[config.mk]
export PLATFORM = sky130hd
export DESIGN_NAME = deac_ctrl
export DESIGN_NICKNAME = d
export VERILOG_FILES = /design/src/pkg/deac_pkg.sv /design/src/verilog/deac_mem.sv /design/src/verilog/deac_ctrl.sv
export VERILOG_INCLUDE_DIRS = /design/src /design/src/pkg
export SDC_FILE = /design/constraint.sdc
export NUM_CORES = 2
export LEC_CHECK = 0
export BUFFER_PORTS_ARGS = -buffer_cell sky130_fd_sc_hd__clkbuf_2
export CAP_MARGIN = 40
export CORE_MARGIN = 2
export CORE_UTILIZATION = 55
export CTS_CLUSTER_SIZE = 8
export DETAILED_ROUTE_END_ITERATION = 7
export GPL_ROUTABILITY_DRIVEN = 0
export HOLD_SLACK_MARGIN = 0.15
export PLACE_DENSITY = 0.71
export RECOVER_POWER = 100
export SKIP_LAST_GASP = 1
export SLEW_MARGIN = 25
export SYNTH_ARGS = -nofsm -noshare
export SYNTH_HDL_FRONTEND = slang
export SYNTH_SLANG_ARGS = --single-unit
[constraint.sdc]
create_clock -name clk_i -period 9.7 [get_ports clk_i]
set_input_delay 1.94 -clock clk_i [delete_from_list [all_inputs] [get_ports clk_i]]
set_output_delay 1.94 -clock clk_i [all_outputs]
set_load 0.01 [all_outputs]
[src/pkg/deac_defs.svh]
// register offsets, field positions, reset values and timing counts
`ifndef DEAC_DEFS_SVH
`define DEAC_DEFS_SVH
// wishbone byte offsets
`define DEAC_ADR_W 5
`define DEAC_OFS_ADDR 5'h00
`define DEAC_OFS_DATA 5'h04
`define DEAC_OFS_CTRL 5'h08
`define DEAC_OFS_UNLOCK 5'h0C
`define DEAC_OFS_FLAGS 5'h10
// control/status field positions
`define DEAC_B_MSS 7
`define DEAC_B_CSS 6
`define DEAC_B_WRITE_ERROR_FLAG 3
`define DEAC_B_WRITE_ALLOW 2
`define DEAC_B_WR 1
`define DEAC_B_RD 0
// completion flag position in the flag register
`define DEAC_B_DONE 4
// reset values
`define DEAC_BYTE_RST 8'h00
`define DEAC_WORD_ZERO 32'h0000_0000
// unlock keys and erased byte value
`define DEAC_KEY_1 8'h55
`define DEAC_KEY_2 8'hAA
`define DEAC_ERASED 8'hFF
// self-timed write duration
`define DEAC_CLK_PERIOD_NS 5
`define DEAC_WRITE_TIME_NS 4000000
`define DEAC_WRITE_CYCLES (`DEAC_WRITE_TIME_NS / `DEAC_CLK_PERIOD_NS)
`endif

[src/pkg/deac_pkg.sv]
// types shared by the data eeprom access control block
`include "deac_defs.svh"
package deac_pkg;
  // write sequencer states
  typedef enum logic [1:0] {
    ST_IDLE = 2'b00,
    ST_ERASE = 2'b01,
    ST_PROG = 2'b10
  } deac_state_t;
  // selected memory space
  typedef enum logic [1:0] {
    SP_EEPROM = 2'b00,
    SP_PROGRAM = 2'b01,
    SP_CONFIG = 2'b10
  } deac_space_t;
  // wishbone request from the master
  typedef struct packed {
    logic cyc;
    logic stb;
    logic we;
    logic [`DEAC_ADR_W-1:0] adr;
    logic [3:0] sel;
    logic [31:0] dat;
  } deac_wb_req_t;
  // wishbone answer to the master
  typedef struct packed {
    logic ack;
    logic [31:0] dat;
  } deac_wb_rsp_t;
  // request towards program or configuration space
  typedef struct packed {
    logic valid;
    logic we;
    deac_space_t space;
    logic [7:0] addr;
    logic [7:0] data;
  } deac_ext_req_t;
endpackage : deac_pkg

[src/verilog/deac_mem.sv]
// byte array holding the data eeprom contents
`timescale 1ns/1ps
`default_nettype none
module deac_mem #(
  parameter int unsigned AW = 8,
  parameter int unsigned DW = 8
) (
  // clock and freeze
  input wire logic clk_i,
  input wire logic ce_i,
  // single port
  input wire logic we_i,
  input wire logic [AW-1:0] addr_i,
  input wire logic [DW-1:0] wdata_i,
  output logic [DW-1:0] rdata_o
);
  logic [DW-1:0] cells [0:(1<<AW)-1]; // no reset: contents are nonvolatile

  // write port
  always_ff @(posedge clk_i) begin
    if (ce_i && we_i) begin
      cells[addr_i] <= wdata_i;
    end
  end

  // registered read, following the address on every clock-enabled cycle
  always_ff @(posedge clk_i) begin
    if (ce_i) begin
      rdata_o <= cells[addr_i];
    end
  end
endmodule : deac_mem
`default_nettype wire

[src/verilog/deac_ctrl.sv]
// data eeprom access control with wishbone register port
// Overview of operation
// - select clear: eeprom, set: program memory
// - config select overrides memory space select on writes; a read start with memory space select set is ignored
// - write starts only while write allow set
// - power-up clears write allow
// - error flag set on start, cleared at finish
// - error flag left set stays readable
// - software sets write start, never clears it
// - completion sets done flag; software clears it
// - read/write start bits cleared by hardware
// - read start ignored with program memory selected
// - unlock port stores nothing, reads zero
// - address register spans 256 byte locations
// - data register holds the byte transferred
// - eeprom byte write erases location before programming
// - self-timer sets write duration and completion
// - writes accepted only after unlock sequence
// - array reached only through the registers
`timescale 1ns/1ps
`default_nettype none
`include "deac_defs.svh"
module deac_ctrl #(
  parameter int unsigned WRITE_CYCLES = `DEAC_WRITE_CYCLES
) (
  // clock, freeze and resets
  input wire logic clk_i,
  input wire logic ce_i,
  input wire logic rst_i,
  input wire logic warm_rst_i,
  // wishbone slave
  input wire deac_pkg::deac_wb_req_t wb_req_i,
  output var deac_pkg::deac_wb_rsp_t wb_rsp_o,
  // program and configuration space
  output var deac_pkg::deac_ext_req_t ext_req_o,
  input wire logic [7:0] ext_rdata_i,
  // completion flag
  output logic nvm_done_flag_o
);
  import deac_pkg::*;

  localparam int unsigned ERASE_CYCLES = WRITE_CYCLES / 2;
  localparam int unsigned PROG_CYCLES = WRITE_CYCLES - ERASE_CYCLES;
  localparam int unsigned CNT_W = $clog2(WRITE_CYCLES + 1);

  // space chosen by the two select bits
  function automatic deac_space_t space_of(input logic mss,
                                           input logic css);
    if (css) begin
      return SP_CONFIG;
    end
    return mss ? SP_PROGRAM : SP_EEPROM;
  endfunction : space_of

  logic [7:0] nv_byte_address; // byte location, 00h..FFh
  logic [7:0] nv_byte_data; // byte to write or byte read
  logic memory_space_select;
  logic config_space_select;
  logic write_allow;
  logic write_error_flag;
  logic wr_bit; // write start, set-only from software
  logic rd_bit; // read start, one cycle
  logic [1:0] unlock_stage; // 0 none, 1 got first key, 2 armed
  deac_state_t state;
  logic [CNT_W-1:0] timer; // self-timer for current phase
  logic [7:0] lat_addr; // address captured at write start
  logic [7:0] lat_data; // data captured at write start
  deac_space_t lat_space;
  logic rd_cfg; // read in flight is from config space
  logic [7:0] mem_rdata;

  // bus decode, all gated by the clock enable
  logic acc, acc_wr, acc_rd;
  logic [7:0] wdat;
  logic wr_addr, wr_data, wr_ctrl, wr_unlock, wr_flags;
  assign acc = ce_i && wb_req_i.cyc && wb_req_i.stb && !wb_rsp_o.ack;
  assign acc_wr = acc && wb_req_i.we && wb_req_i.sel[0];
  assign acc_rd = acc && !wb_req_i.we;
  assign wdat = wb_req_i.dat[7:0];
  assign wr_addr = acc_wr && wb_req_i.adr == `DEAC_OFS_ADDR;
  assign wr_data = acc_wr && wb_req_i.adr == `DEAC_OFS_DATA;
  assign wr_ctrl = acc_wr && wb_req_i.adr == `DEAC_OFS_CTRL;
  assign wr_unlock = acc_wr && wb_req_i.adr == `DEAC_OFS_UNLOCK;
  assign wr_flags = acc_wr && wb_req_i.adr == `DEAC_OFS_FLAGS;

  // launch and completion events
  logic wr_try, start, bad_try, rd_try, rd_ok, erase_end, finish;
  logic mem_we;
  logic [7:0] mem_wdata;
  assign wr_try = wr_ctrl && wdat[`DEAC_B_WR] && !wr_bit;
  // armed and allowed, else the set attempt is dropped
  assign start = wr_try && unlock_stage == 2'd2 && write_allow
                 && state == ST_IDLE;
  assign bad_try = wr_try && !start;
  assign rd_try = wr_ctrl && wdat[`DEAC_B_RD];
  // program memory reads go through table reads instead
  assign rd_ok = rd_try && !wdat[`DEAC_B_MSS] && !rd_bit
                 && state == ST_IDLE;
  assign erase_end = ce_i && state == ST_ERASE && timer == '0;
  assign finish = ce_i && state == ST_PROG && timer == '0;
  // erase writes all ones, then the new byte goes in
  assign mem_we = (erase_end || finish) && lat_space == SP_EEPROM;
  assign mem_wdata = (state == ST_ERASE) ? `DEAC_ERASED : lat_data;

  // the array is only visible through this port
  deac_mem #(
    .AW(8),
    .DW(8)
  ) u_mem (
    .clk_i(clk_i),
    .ce_i(ce_i),
    .we_i(mem_we),
    .addr_i((state == ST_IDLE) ? nv_byte_address : lat_addr),
    .wdata_i(mem_wdata),
    .rdata_o(mem_rdata)
  );

  // address register
  always_ff @(posedge clk_i) begin
    if (rst_i || warm_rst_i) begin
      nv_byte_address <= `DEAC_BYTE_RST;
    end else if (wr_addr) begin
      nv_byte_address <= wdat;
    end
  end

  // data register: read load wins over a bus write
  always_ff @(posedge clk_i) begin
    if (rst_i || warm_rst_i) begin
      nv_byte_data <= `DEAC_BYTE_RST;
    end else if (ce_i && rd_bit) begin
      nv_byte_data <= rd_cfg ? ext_rdata_i : mem_rdata;
    end else if (wr_data) begin
      nv_byte_data <= wdat;
    end
  end

  // space selects and write allow
  always_ff @(posedge clk_i) begin
    if (rst_i || warm_rst_i) begin
      memory_space_select <= 1'b0;
      config_space_select <= 1'b0;
      write_allow <= 1'b0;
    end else if (wr_ctrl) begin
      memory_space_select <= wdat[`DEAC_B_MSS];
      config_space_select <= wdat[`DEAC_B_CSS];
      write_allow <= wdat[`DEAC_B_WRITE_ALLOW];
    end
  end

  // error flag survives a warm reset, set if it cut a write
  always_ff @(posedge clk_i) begin
    if (rst_i) begin
      write_error_flag <= 1'b0;
    end else if (warm_rst_i) begin
      if (state != ST_IDLE) begin
        write_error_flag <= 1'b1;
      end
    end else if (start || bad_try) begin
      write_error_flag <= 1'b1;
    end else if (finish) begin
      write_error_flag <= 1'b0;
    end else if (wr_ctrl) begin
      write_error_flag <= wdat[`DEAC_B_WRITE_ERROR_FLAG];
    end
  end

  // unlock keys: any other bus write with sel[0] set breaks the sequence
  always_ff @(posedge clk_i) begin
    if (rst_i || warm_rst_i) begin
      unlock_stage <= 2'd0;
    end else if (wr_unlock) begin
      if (wdat == `DEAC_KEY_1) begin
        unlock_stage <= 2'd1;
      end else if (wdat == `DEAC_KEY_2 && unlock_stage == 2'd1) begin
        unlock_stage <= 2'd2;
      end else begin
        unlock_stage <= 2'd0;
      end
    end else if (acc_wr) begin
      unlock_stage <= 2'd0;
    end
  end

  // write start bit: only hardware clears it
  always_ff @(posedge clk_i) begin
    if (rst_i || warm_rst_i) begin
      wr_bit <= 1'b0;
    end else if (start) begin
      wr_bit <= 1'b1;
    end else if (finish) begin
      wr_bit <= 1'b0;
    end
  end

  // read start bit lives one cycle while data settles
  always_ff @(posedge clk_i) begin
    if (rst_i || warm_rst_i) begin
      rd_bit <= 1'b0;
      rd_cfg <= 1'b0;
    end else if (ce_i) begin
      if (rd_ok) begin
        rd_bit <= 1'b1;
        rd_cfg <= wdat[`DEAC_B_CSS];
      end else begin
        rd_bit <= 1'b0;
      end
    end
  end

  // write sequencer: erase phase then program phase
  always_ff @(posedge clk_i) begin
    if (rst_i || warm_rst_i) begin
      state <= ST_IDLE;
      timer <= '0;
    end else if (ce_i) begin
      unique case (state)
        ST_IDLE: begin
          if (start) begin
            state <= ST_ERASE;
            timer <= CNT_W'(ERASE_CYCLES - 1);
          end
        end
        ST_ERASE: begin
          if (timer == '0) begin
            state <= ST_PROG;
            timer <= CNT_W'(PROG_CYCLES - 1);
          end else begin
            timer <= timer - 1'b1;
          end
        end
        ST_PROG: begin
          if (timer == '0) begin
            state <= ST_IDLE;
          end else begin
            timer <= timer - 1'b1;
          end
        end
        default: begin
          state <= ST_IDLE; // unused code, recover
        end
      endcase
    end
  end

  // capture target at start so software edits cannot disturb it
  always_ff @(posedge clk_i) begin
    if (rst_i || warm_rst_i) begin
      lat_addr <= `DEAC_BYTE_RST;
      lat_data <= `DEAC_BYTE_RST;
      lat_space <= SP_EEPROM;
    end else if (start) begin
      lat_addr <= nv_byte_address;
      lat_data <= nv_byte_data;
      lat_space <= space_of(memory_space_select, config_space_select);
    end
  end

  // completion flag: the set wins over a software clear
  always_ff @(posedge clk_i) begin
    if (rst_i || warm_rst_i) begin
      nvm_done_flag_o <= 1'b0;
    end else if (finish) begin
      nvm_done_flag_o <= 1'b1;
    end else if (wr_flags) begin
      nvm_done_flag_o <= wdat[`DEAC_B_DONE];
    end
  end

  // one-cycle request towards program or config space
  always_ff @(posedge clk_i) begin
    if (rst_i || warm_rst_i) begin
      ext_req_o <= '0;
    end else if (ce_i) begin
      ext_req_o <= '0;
      if (start && space_of(memory_space_select,
                            config_space_select) != SP_EEPROM) begin
        ext_req_o.valid <= 1'b1;
        ext_req_o.we <= 1'b1;
        ext_req_o.space <= space_of(memory_space_select,
                                    config_space_select);
        ext_req_o.addr <= nv_byte_address;
        ext_req_o.data <= nv_byte_data;
      end else if (rd_ok && wdat[`DEAC_B_CSS]) begin
        ext_req_o.valid <= 1'b1;
        ext_req_o.space <= SP_CONFIG;
        ext_req_o.addr <= nv_byte_address;
      end
    end
  end

  // wishbone answer one cycle after the request, zero if unmapped
  always_ff @(posedge clk_i) begin
    if (rst_i || warm_rst_i) begin
      wb_rsp_o <= '0;
    end else if (ce_i) begin
      wb_rsp_o.ack <= acc;
      if (acc_rd) begin
        wb_rsp_o.dat <= `DEAC_WORD_ZERO;
        unique case (wb_req_i.adr)
          `DEAC_OFS_ADDR: wb_rsp_o.dat[7:0] <= nv_byte_address;
          `DEAC_OFS_DATA: wb_rsp_o.dat[7:0] <= nv_byte_data;
          `DEAC_OFS_CTRL: wb_rsp_o.dat[7:0] <= {memory_space_select,
            config_space_select, 2'b00, write_error_flag, write_allow,
            wr_bit, rd_bit};
          `DEAC_OFS_FLAGS: wb_rsp_o.dat[`DEAC_B_DONE] <= nvm_done_flag_o;
          default: wb_rsp_o.dat[7:0] <= `DEAC_BYTE_RST;
        endcase
      end
    end
  end

  // helper: cycles spent in the current write
  logic [CNT_W-1:0] busy_cnt;
  always_ff @(posedge clk_i) begin
    if (rst_i || warm_rst_i || start) begin
      busy_cnt <= '0;
    end else if (ce_i && state != ST_IDLE) begin
      busy_cnt <= busy_cnt + 1'b1;
    end
  end
endmodule : deac_ctrl
`default_nettype wire

== Word level (Yosys, flattened, before mapping) ==
Memory sizes are Yosys's and may differ from the RTL's. A register that Yosys moved wholly into a read port is not among the register bits.
Cells that the tools add are included.

* Add/subtract/negate cells: 1
* Multiply operators: 0
* Divide/modulo/power cells: 0
* $lt $le $gt $ge: 0
* Eq/ne operators: 15
* Shift-type cells: 0
* Muxes and demuxes: 53
* Bitwise operators: 0
* Reduce and logical (&&, ||, !) cells: 57

{| class="wikitable"
|+ Operators with widths
! cell !! number
|-
| two-way mux 20 bit || 3
|-
| one-hot mux 20 bit (3 select lines) || 1
|-
| two-way mux 8 bit || 6
|-
| logical AND 1 bit || 31
|-
| two-way mux 2 bit || 13
|-
| two-way mux 1 bit || 24
|-
| logical NOT 20 bit || 1
|-
| two-way mux 10 bit || 2
|-
| subtractor 20 x 1 -> 20 bit (second input constant) || 1
|-
| one-hot mux 4 bit (3 select lines) || 1
|-
| nonzero test 2 bit || 6
|-
| equality test 5 x 4 -> 1 bit (second input constant) || 2
|-
| one-hot mux 3 bit (3 select lines) || 1
|-
| equality test 8 x 7 -> 1 bit (second input constant) || 1
|-
| equality test 8 bit (second input constant) || 1
|-
| AND reduction 4 bit || 2
|-
| logical NOT 1 bit || 6
|-
| inequality test 2 x 1 -> 1 bit (second input constant) || 3
|-
| one-hot mux 2 bit (3 select lines) || 1
|-
| AND reduction 2 bit || 3
|-
| equality test 5 x 3 -> 1 bit (second input constant) || 1
|-
| equality test 5 bit (second input constant) || 1
|-
| logical NOT 5 bit || 1
|-
| equality test 2 x 1 -> 1 bit (second input constant) || 2
|-
| 7 further kinds || 12
|}

* Bits in registers: 95
* Bits in latches: 0
* RAM bits: 2048
* ROM bits: 0
* Input port bits: 56
* Output and inout port bits: 54
* Word-level logic and storage cells: 150
* Memories: 1

{| class="wikitable"
|+ Memories
! memory !! words !! bits a word !! rd ports !! clocked after Yosys merged registers in !! wr ports !! RTL line !! text
|-
| u_mem.cells || 256 || 8 || 1 || 1 || 1 || deac_mem.sv:17 || <nowiki>logic [DW-1:0] cells [0:(1<<AW)-1];</nowiki>
|}

== Logic depth before layout (Yosys ltp) ==
* Depth after elaboration: 17
* Mapped depth: 14
* Depth with buffers taken out: 9

== Cells and area by module ==
From an unflattened synthesis, not the netlist that was laid out.

* Cells, all modules: 4096
* Area, all modules: 83294.9 µm²

{| class="wikitable"
|+ Modules (own cells, without submodules)
! module !! times used !! cells an instance !! area an instance (µm²)
|-
| deac_mem || 1 || 3525 || 78363.9
|-
| deac_ctrl || 1 || 571 || 4931.0
|}

== Worst setup path before layout ==
No wires, ideal clock.

* Path type: input to register
* From: in wb_req_i[37] in the netlist's numbering
* To: reg timer[8]
* Library setup time: 0.120 ns
* Arrival: 4.042 ns
* Setup slack: 5.537 ns
* Cell stages on the path: 9
* Cells stage by stage: or3_4 > or4_1 > clkbuf_2 > o21ai_2 > or3b_1 > buf_6 > nor4_4 > xnor2_1 > nor2_1

* Cells in the longest elaborated chain, start to end: 9

{| class="wikitable"
|+ RTL lines
! element !! RTL line !! text
|-
| from (decl) || deac_ctrl.sv:32 || <nowiki>input wire deac_pkg::deac_wb_req_t wb_req_i,</nowiki>
|-
| equality test 5 x 4 -> 1 bit || - ||
|-
| logical AND 1 bit (no source line) || - ||
|-
| logical AND 1 bit (2 in a row) || deac_ctrl.sv:90 || <nowiki>assign wr_try = wr_ctrl && wdat[`DEAC_B_WR] && !wr_bit;</nowiki>
|-
| logical AND 1 bit (2 in a row) || deac_ctrl.sv:92 || <nowiki>assign start = wr_try && unlock_stage == 2'd2 && write_allow</nowiki>
|-
| logical AND 1 bit || deac_ctrl.sv:93 || <nowiki>&& state == ST_IDLE;</nowiki>
|-
| inequality test 2 bit (no source line) || - ||
|-
| AND reduction 4 bit (no source line) || - ||
|-
| to (signal assigned) || deac_ctrl.sv:221 || <nowiki>timer <= CNT_W'(ERASE_CYCLES - 1);</nowiki>
|-
| to (signal assigned) || deac_ctrl.sv:227 || <nowiki>timer <= CNT_W'(PROG_CYCLES - 1);</nowiki>
|-
| to (signal assigned) || deac_ctrl.sv:229 || <nowiki>timer <= timer - 1'b1;</nowiki>
|-
| to (decl) || deac_ctrl.sv:65 || <nowiki>logic [CNT_W-1:0] timer;</nowiki>
|}

No other way between the ends.
A chain may end at the register's enable or synchronous reset.

== Final worst setup path ==
* From: reg state[0]
* To: reg u_mem.rdata_o[2], read port of u_mem.cells (data pin)

* Cells in the longest elaborated chain, start to end: 2

{| class="wikitable"
|+ RTL lines
! element !! RTL line !! text
|-
| from (decl) || deac_ctrl.sv:64 || <nowiki>deac_state_t state;</nowiki>
|-
| from (signal assigned) || deac_ctrl.sv:214 || <nowiki>state <= ST_IDLE;</nowiki>
|-
| from (signal assigned) || deac_ctrl.sv:220 || <nowiki>state <= ST_ERASE;</nowiki>
|-
| from (signal assigned) || deac_ctrl.sv:226 || <nowiki>state <= ST_PROG;</nowiki>
|-
| logical NOT 2 bit || deac_ctrl.sv:113 || <nowiki>.addr_i((state == ST_IDLE) ? nv_byte_address : lat_addr),</nowiki>
|-
| two-way mux 8 bit || deac_ctrl.sv:113 ||
|-
| to (decl) || deac_mem.sv:15 || <nowiki>output logic [DW-1:0] rdata_o</nowiki>
|}

No other way between the ends.

==> flow_metrics.env <==
export IMPL_outcome="finished with violations"
export IMPL_failed_checks="max-capacitance violations, max-slew violations"
export IMPL_port_buffers=58
export IMPL_p_sw_share_pct=18.6
export IMPL_clkPwrFrac_pct=48.4
export IMPL_drv_slew=1278
export IMPL_grt_max_degree=209
export IMPL_intPower_w=0.0159
export IMPL_cts_repair_resized=0
export IMPL_crit_required_ns=10.30
export IMPL_die_h_um=394
export IMPL_io_pins=110
export IMPL_drt_initial_drc_count=5727
export IMPL_min_delay_path_class="reg2reg"
export IMPL_clk_pin_slew_worst_paths_ns=0.05
export IMPL_fin_total_pwr_w=0.0195
export IMPL_r2r_cells=11
export IMPL_power_density_cell_area_mw_per_mm2=206
export IMPL_crit_path_start_kind="flop"
export IMPL_clkLatencyLatePin_ns=0.92
export IMPL_fill_cells=10300
export IMPL_end_kind="flop"
export IMPL_core_sq_mm=0.151
export IMPL_drive_gt1_share_pct=16.4
export IMPL_crit_fanout=89
export IMPL_crit_path_frequent_cell="buf_4"
export IMPL_grt_usage_pct=25.4
export IMPL_die_area_sq_mm=0.155
export IMPL_crit_buf_inv=4
export IMPL_start_util_pct=55.2
export IMPL_dp_hpwl_um=115000
export IMPL_clk_path_buf_depth=4
export IMPL_power_leakage_nw=33.9
export IMPL_hold_path_depth=2
export IMPL_p_comb_share_pct=0.2
export IMPL_critPathKind="reg2reg"
export IMPL_p_sw_w=0.00363
export IMPL_p_seq_share_pct=51.4
export IMPL_post_route_drc_count=0
export IMPL_first_pass_iters=6
export IMPL_setup_viol=0
export IMPL_htree_levels=5
export IMPL_cts_inserted_buffers=319
export IMPL_yosysTopAreaCellShare_pct=73.9
export IMPL_crit_path_start="state[0]"
export IMPL_max_freq_mhz=135
export IMPL_avgViaCountPerCell=6.39
export IMPL_hold_buffers=0
export IMPL_rr_startpoint="state[0]"
export IMPL_min_from="lat_data[0]"
export IMPL_critical_path_cell_chain="inv_1 -> ha_2 -> buf_4 -> mux2_8 -> buf_4 -> clkbuf_1 -> mux4_2 -> a22oi_1 -> nand2_1 -> o31ai_1 -> nand4_1"
export IMPL_ys_async_sr_fraction_pct=0
export IMPL_finClkSkew_ns=0.0587
export IMPL_grt_pass1_wl_um=291000
export IMPL_drtAntennaViolNets=0
export IMPL_yosysUniqueCellTypes=67
export IMPL_num_vias=45300
export IMPL_yosysTopAreaCell="edfxtp_1"
export IMPL_wire_per_inst_um=28.0
export IMPL_synth_warnings=0
export IMPL_antenna_found_initial=1
export IMPL_synth_area_leaders="edfxtp_1 74%, mux4_2 9.5%, nand2_1 2.7%, dfxtp_1 2.3%, a22oi_1 1.7%"
export IMPL_fin_crit_ns=7.41
export IMPL_fin_crit_sh_pct=76.4
export IMPL_synth_avg_cell_area_sq_um=17.5
export IMPL_rsz0062_at_grt="false"
export IMPL_peakVddDrop_mv=0.200
export IMPL_syn_area_sq_mm=0.0836
export IMPL_rows=143
export IMPL_ys_seq_elements=2151
export IMPL_cts_root_buf="clkbuf_16"
export IMPL_slew_headroom_pct=-171
export IMPL_synthCells=4772
export IMPL_crit_cells=11
export IMPL_synth_seq_area_share_pct=76.2
export IMPL_synth_edf_count=2056
export IMPL_dieWidth_um=394
export IMPL_crit_slowest_cell="clkbuf_1"
export IMPL_cpLargestDelayFamily="buffers and inverters"
export IMPL_tns_ns=0
export IMPL_overflow=0
export IMPL_cts_sinks=2151
export IMPL_synth_flop_cell="edfxtp_1"
export IMPL_worst_slew_pin_slew_ns=4.07
export IMPL_worstPathArrival_ns=8.01
export IMPL_area_delta_synth_final_pct=13.3
export IMPL_cpPeakStageDelay_ns=2.38
export IMPL_hold_viol=0
export IMPL_antenna_cells=0
export IMPL_fin_nets=5075
export IMPL_wirelength_um=198000
export IMPL_grt_pass1_vias=44600
export IMPL_maxCapViolCount=26
export IMPL_postCtsSetupRepairBufs=0
export IMPL_cts_tree="built"
export IMPL_utilization_pct=62.5
[power groups by stage]
stage	combinational, W	clock [W]	sequential [W]
floorplan	0.0000264	0	0.0102
global placement	0.0000357	0	0.0102
detailed placement	0.0000360	0	0.0102
CTS	0.0000361	0.00956	0.0100
global route	0.0000403	0.00995	0.0100
finish	0.0000377	0.00946	0.0100
[worst register-to-register path, cell delays in order, from the launching register on]
cell and delay, ns:
dfxtp_1 0.32, inv_1 0.10, ha_2 0.33, buf_4 0.42, mux2_8 0.76, buf_4 0.86, clkbuf_1 2.42, mux4_2 0.54
a22oi_1 0.33, nand2_1 0.26, o31ai_1 0.63, nand4_1 0.17
[cells in the mapped netlist, drive strengths merged (4+ instances only)]
library cell and n:
mux4 352, nand3 168, a22o 8, o31ai 27, ha 5, nand3b 9, mux2i 112, or3b 4
nand4b 4, nor4 8, inv 11, clkbuf 182, buf 124, nand2b 10, nor2 363, nand2 623
or3 7, a31oi 12, dfxtp 95, edfxtp 2056, nor3 28, a32oi 80, nand4 117, a21oi 81
a221oi 9, o21ai 30, and2 6, a22oi 189, xnor2 7, or2 10, a211oi 8
[routing by layer]
layer	track usage [%]	routed length, um	vias to the layer above
li1	-	-	19300
met1	36.0	76700	23000
met2	39.5	94200	2603
met3	5.75	21100	389
met4	8.12	6100	2
met5	0	13	-
[cells in the final DEF (no fill, tap or decap), drive strengths merged, types with 82 or more instances in the layout]
| master | n |
|---|---|
| edfxtp | 2056 |
| nand4 | 117 |
| mux2i | 112 |
| dfxtp | 95 |
| a22oi | 189 |
| buf | 82 |
| nand3 | 168 |
| nand2 | 623 |
| clkbuf | 475 |
| mux4 | 352 |
| nor2 | 363 |
[registers in the layout, summed over array words and instances (netlist names), 2 cells and up]
signal and cells:
u_mem.rdata_o 8, wb_rsp_o 9, state 2, lat_data 8
ext_req_o 20, unlock_stage 2, nv_byte_data 8, lat_space 2
timer 20, lat_addr 8, u_mem.cells 2048, nv_byte_address 8
[area by class of cell]
class	instances	area, sq um	share of cell area (%)
flip-flops and latches	2151	63600	67.2
multi-input cells	2327	18700	19.7
repair buffers	204	1440	1.52
inverters	11	41.3	0.0436
well taps	2030	2540	2.68
clock inverters	11	129	0.136
clock buffers	353	8220	8.68
[worst paths after layout]
path | to | slack, ns
worst max-delay path | u_mem.rdata_o[2] | 2.29
worst max register to register | u_mem.rdata_o[2] | 2.29
worst min register to register | lat_data[0] | 0.45
worst min-delay path | lat_data[0] | 0.45
[cell families after synthesis]
group / share of synthesized area [%]
flip-flops: 76.2
buffers and inverters: 1.71
AO/OA/AOI/OAI: 3.87
multiplexers: 10.9
other: 0.00449
XOR/XNOR: 0.0838
adder cells (fa/ha/maj): 0.0749
AND/OR/NAND/NOR: 7.24
[stage by stage]
stage | setup slack [ns] | hold WS [ns] | std cells | cell area [sq um]
after floorplan | 5.54 | 0.431 | 4795 | 83700
after global placement | 4.10 | 0.442 | 6655 | 85900
after detailed placement | 4.09 | 0.447 | 6676 | 86300
after CTS | 4.12 | 0.454 | 7040 | 94700
after global routing | 2.04 | 0.467 | 7087 | 94700
final | 2.29 | 0.448 | 7087 | 94700
Note: power is estimated with default switching activity, not from simulation.
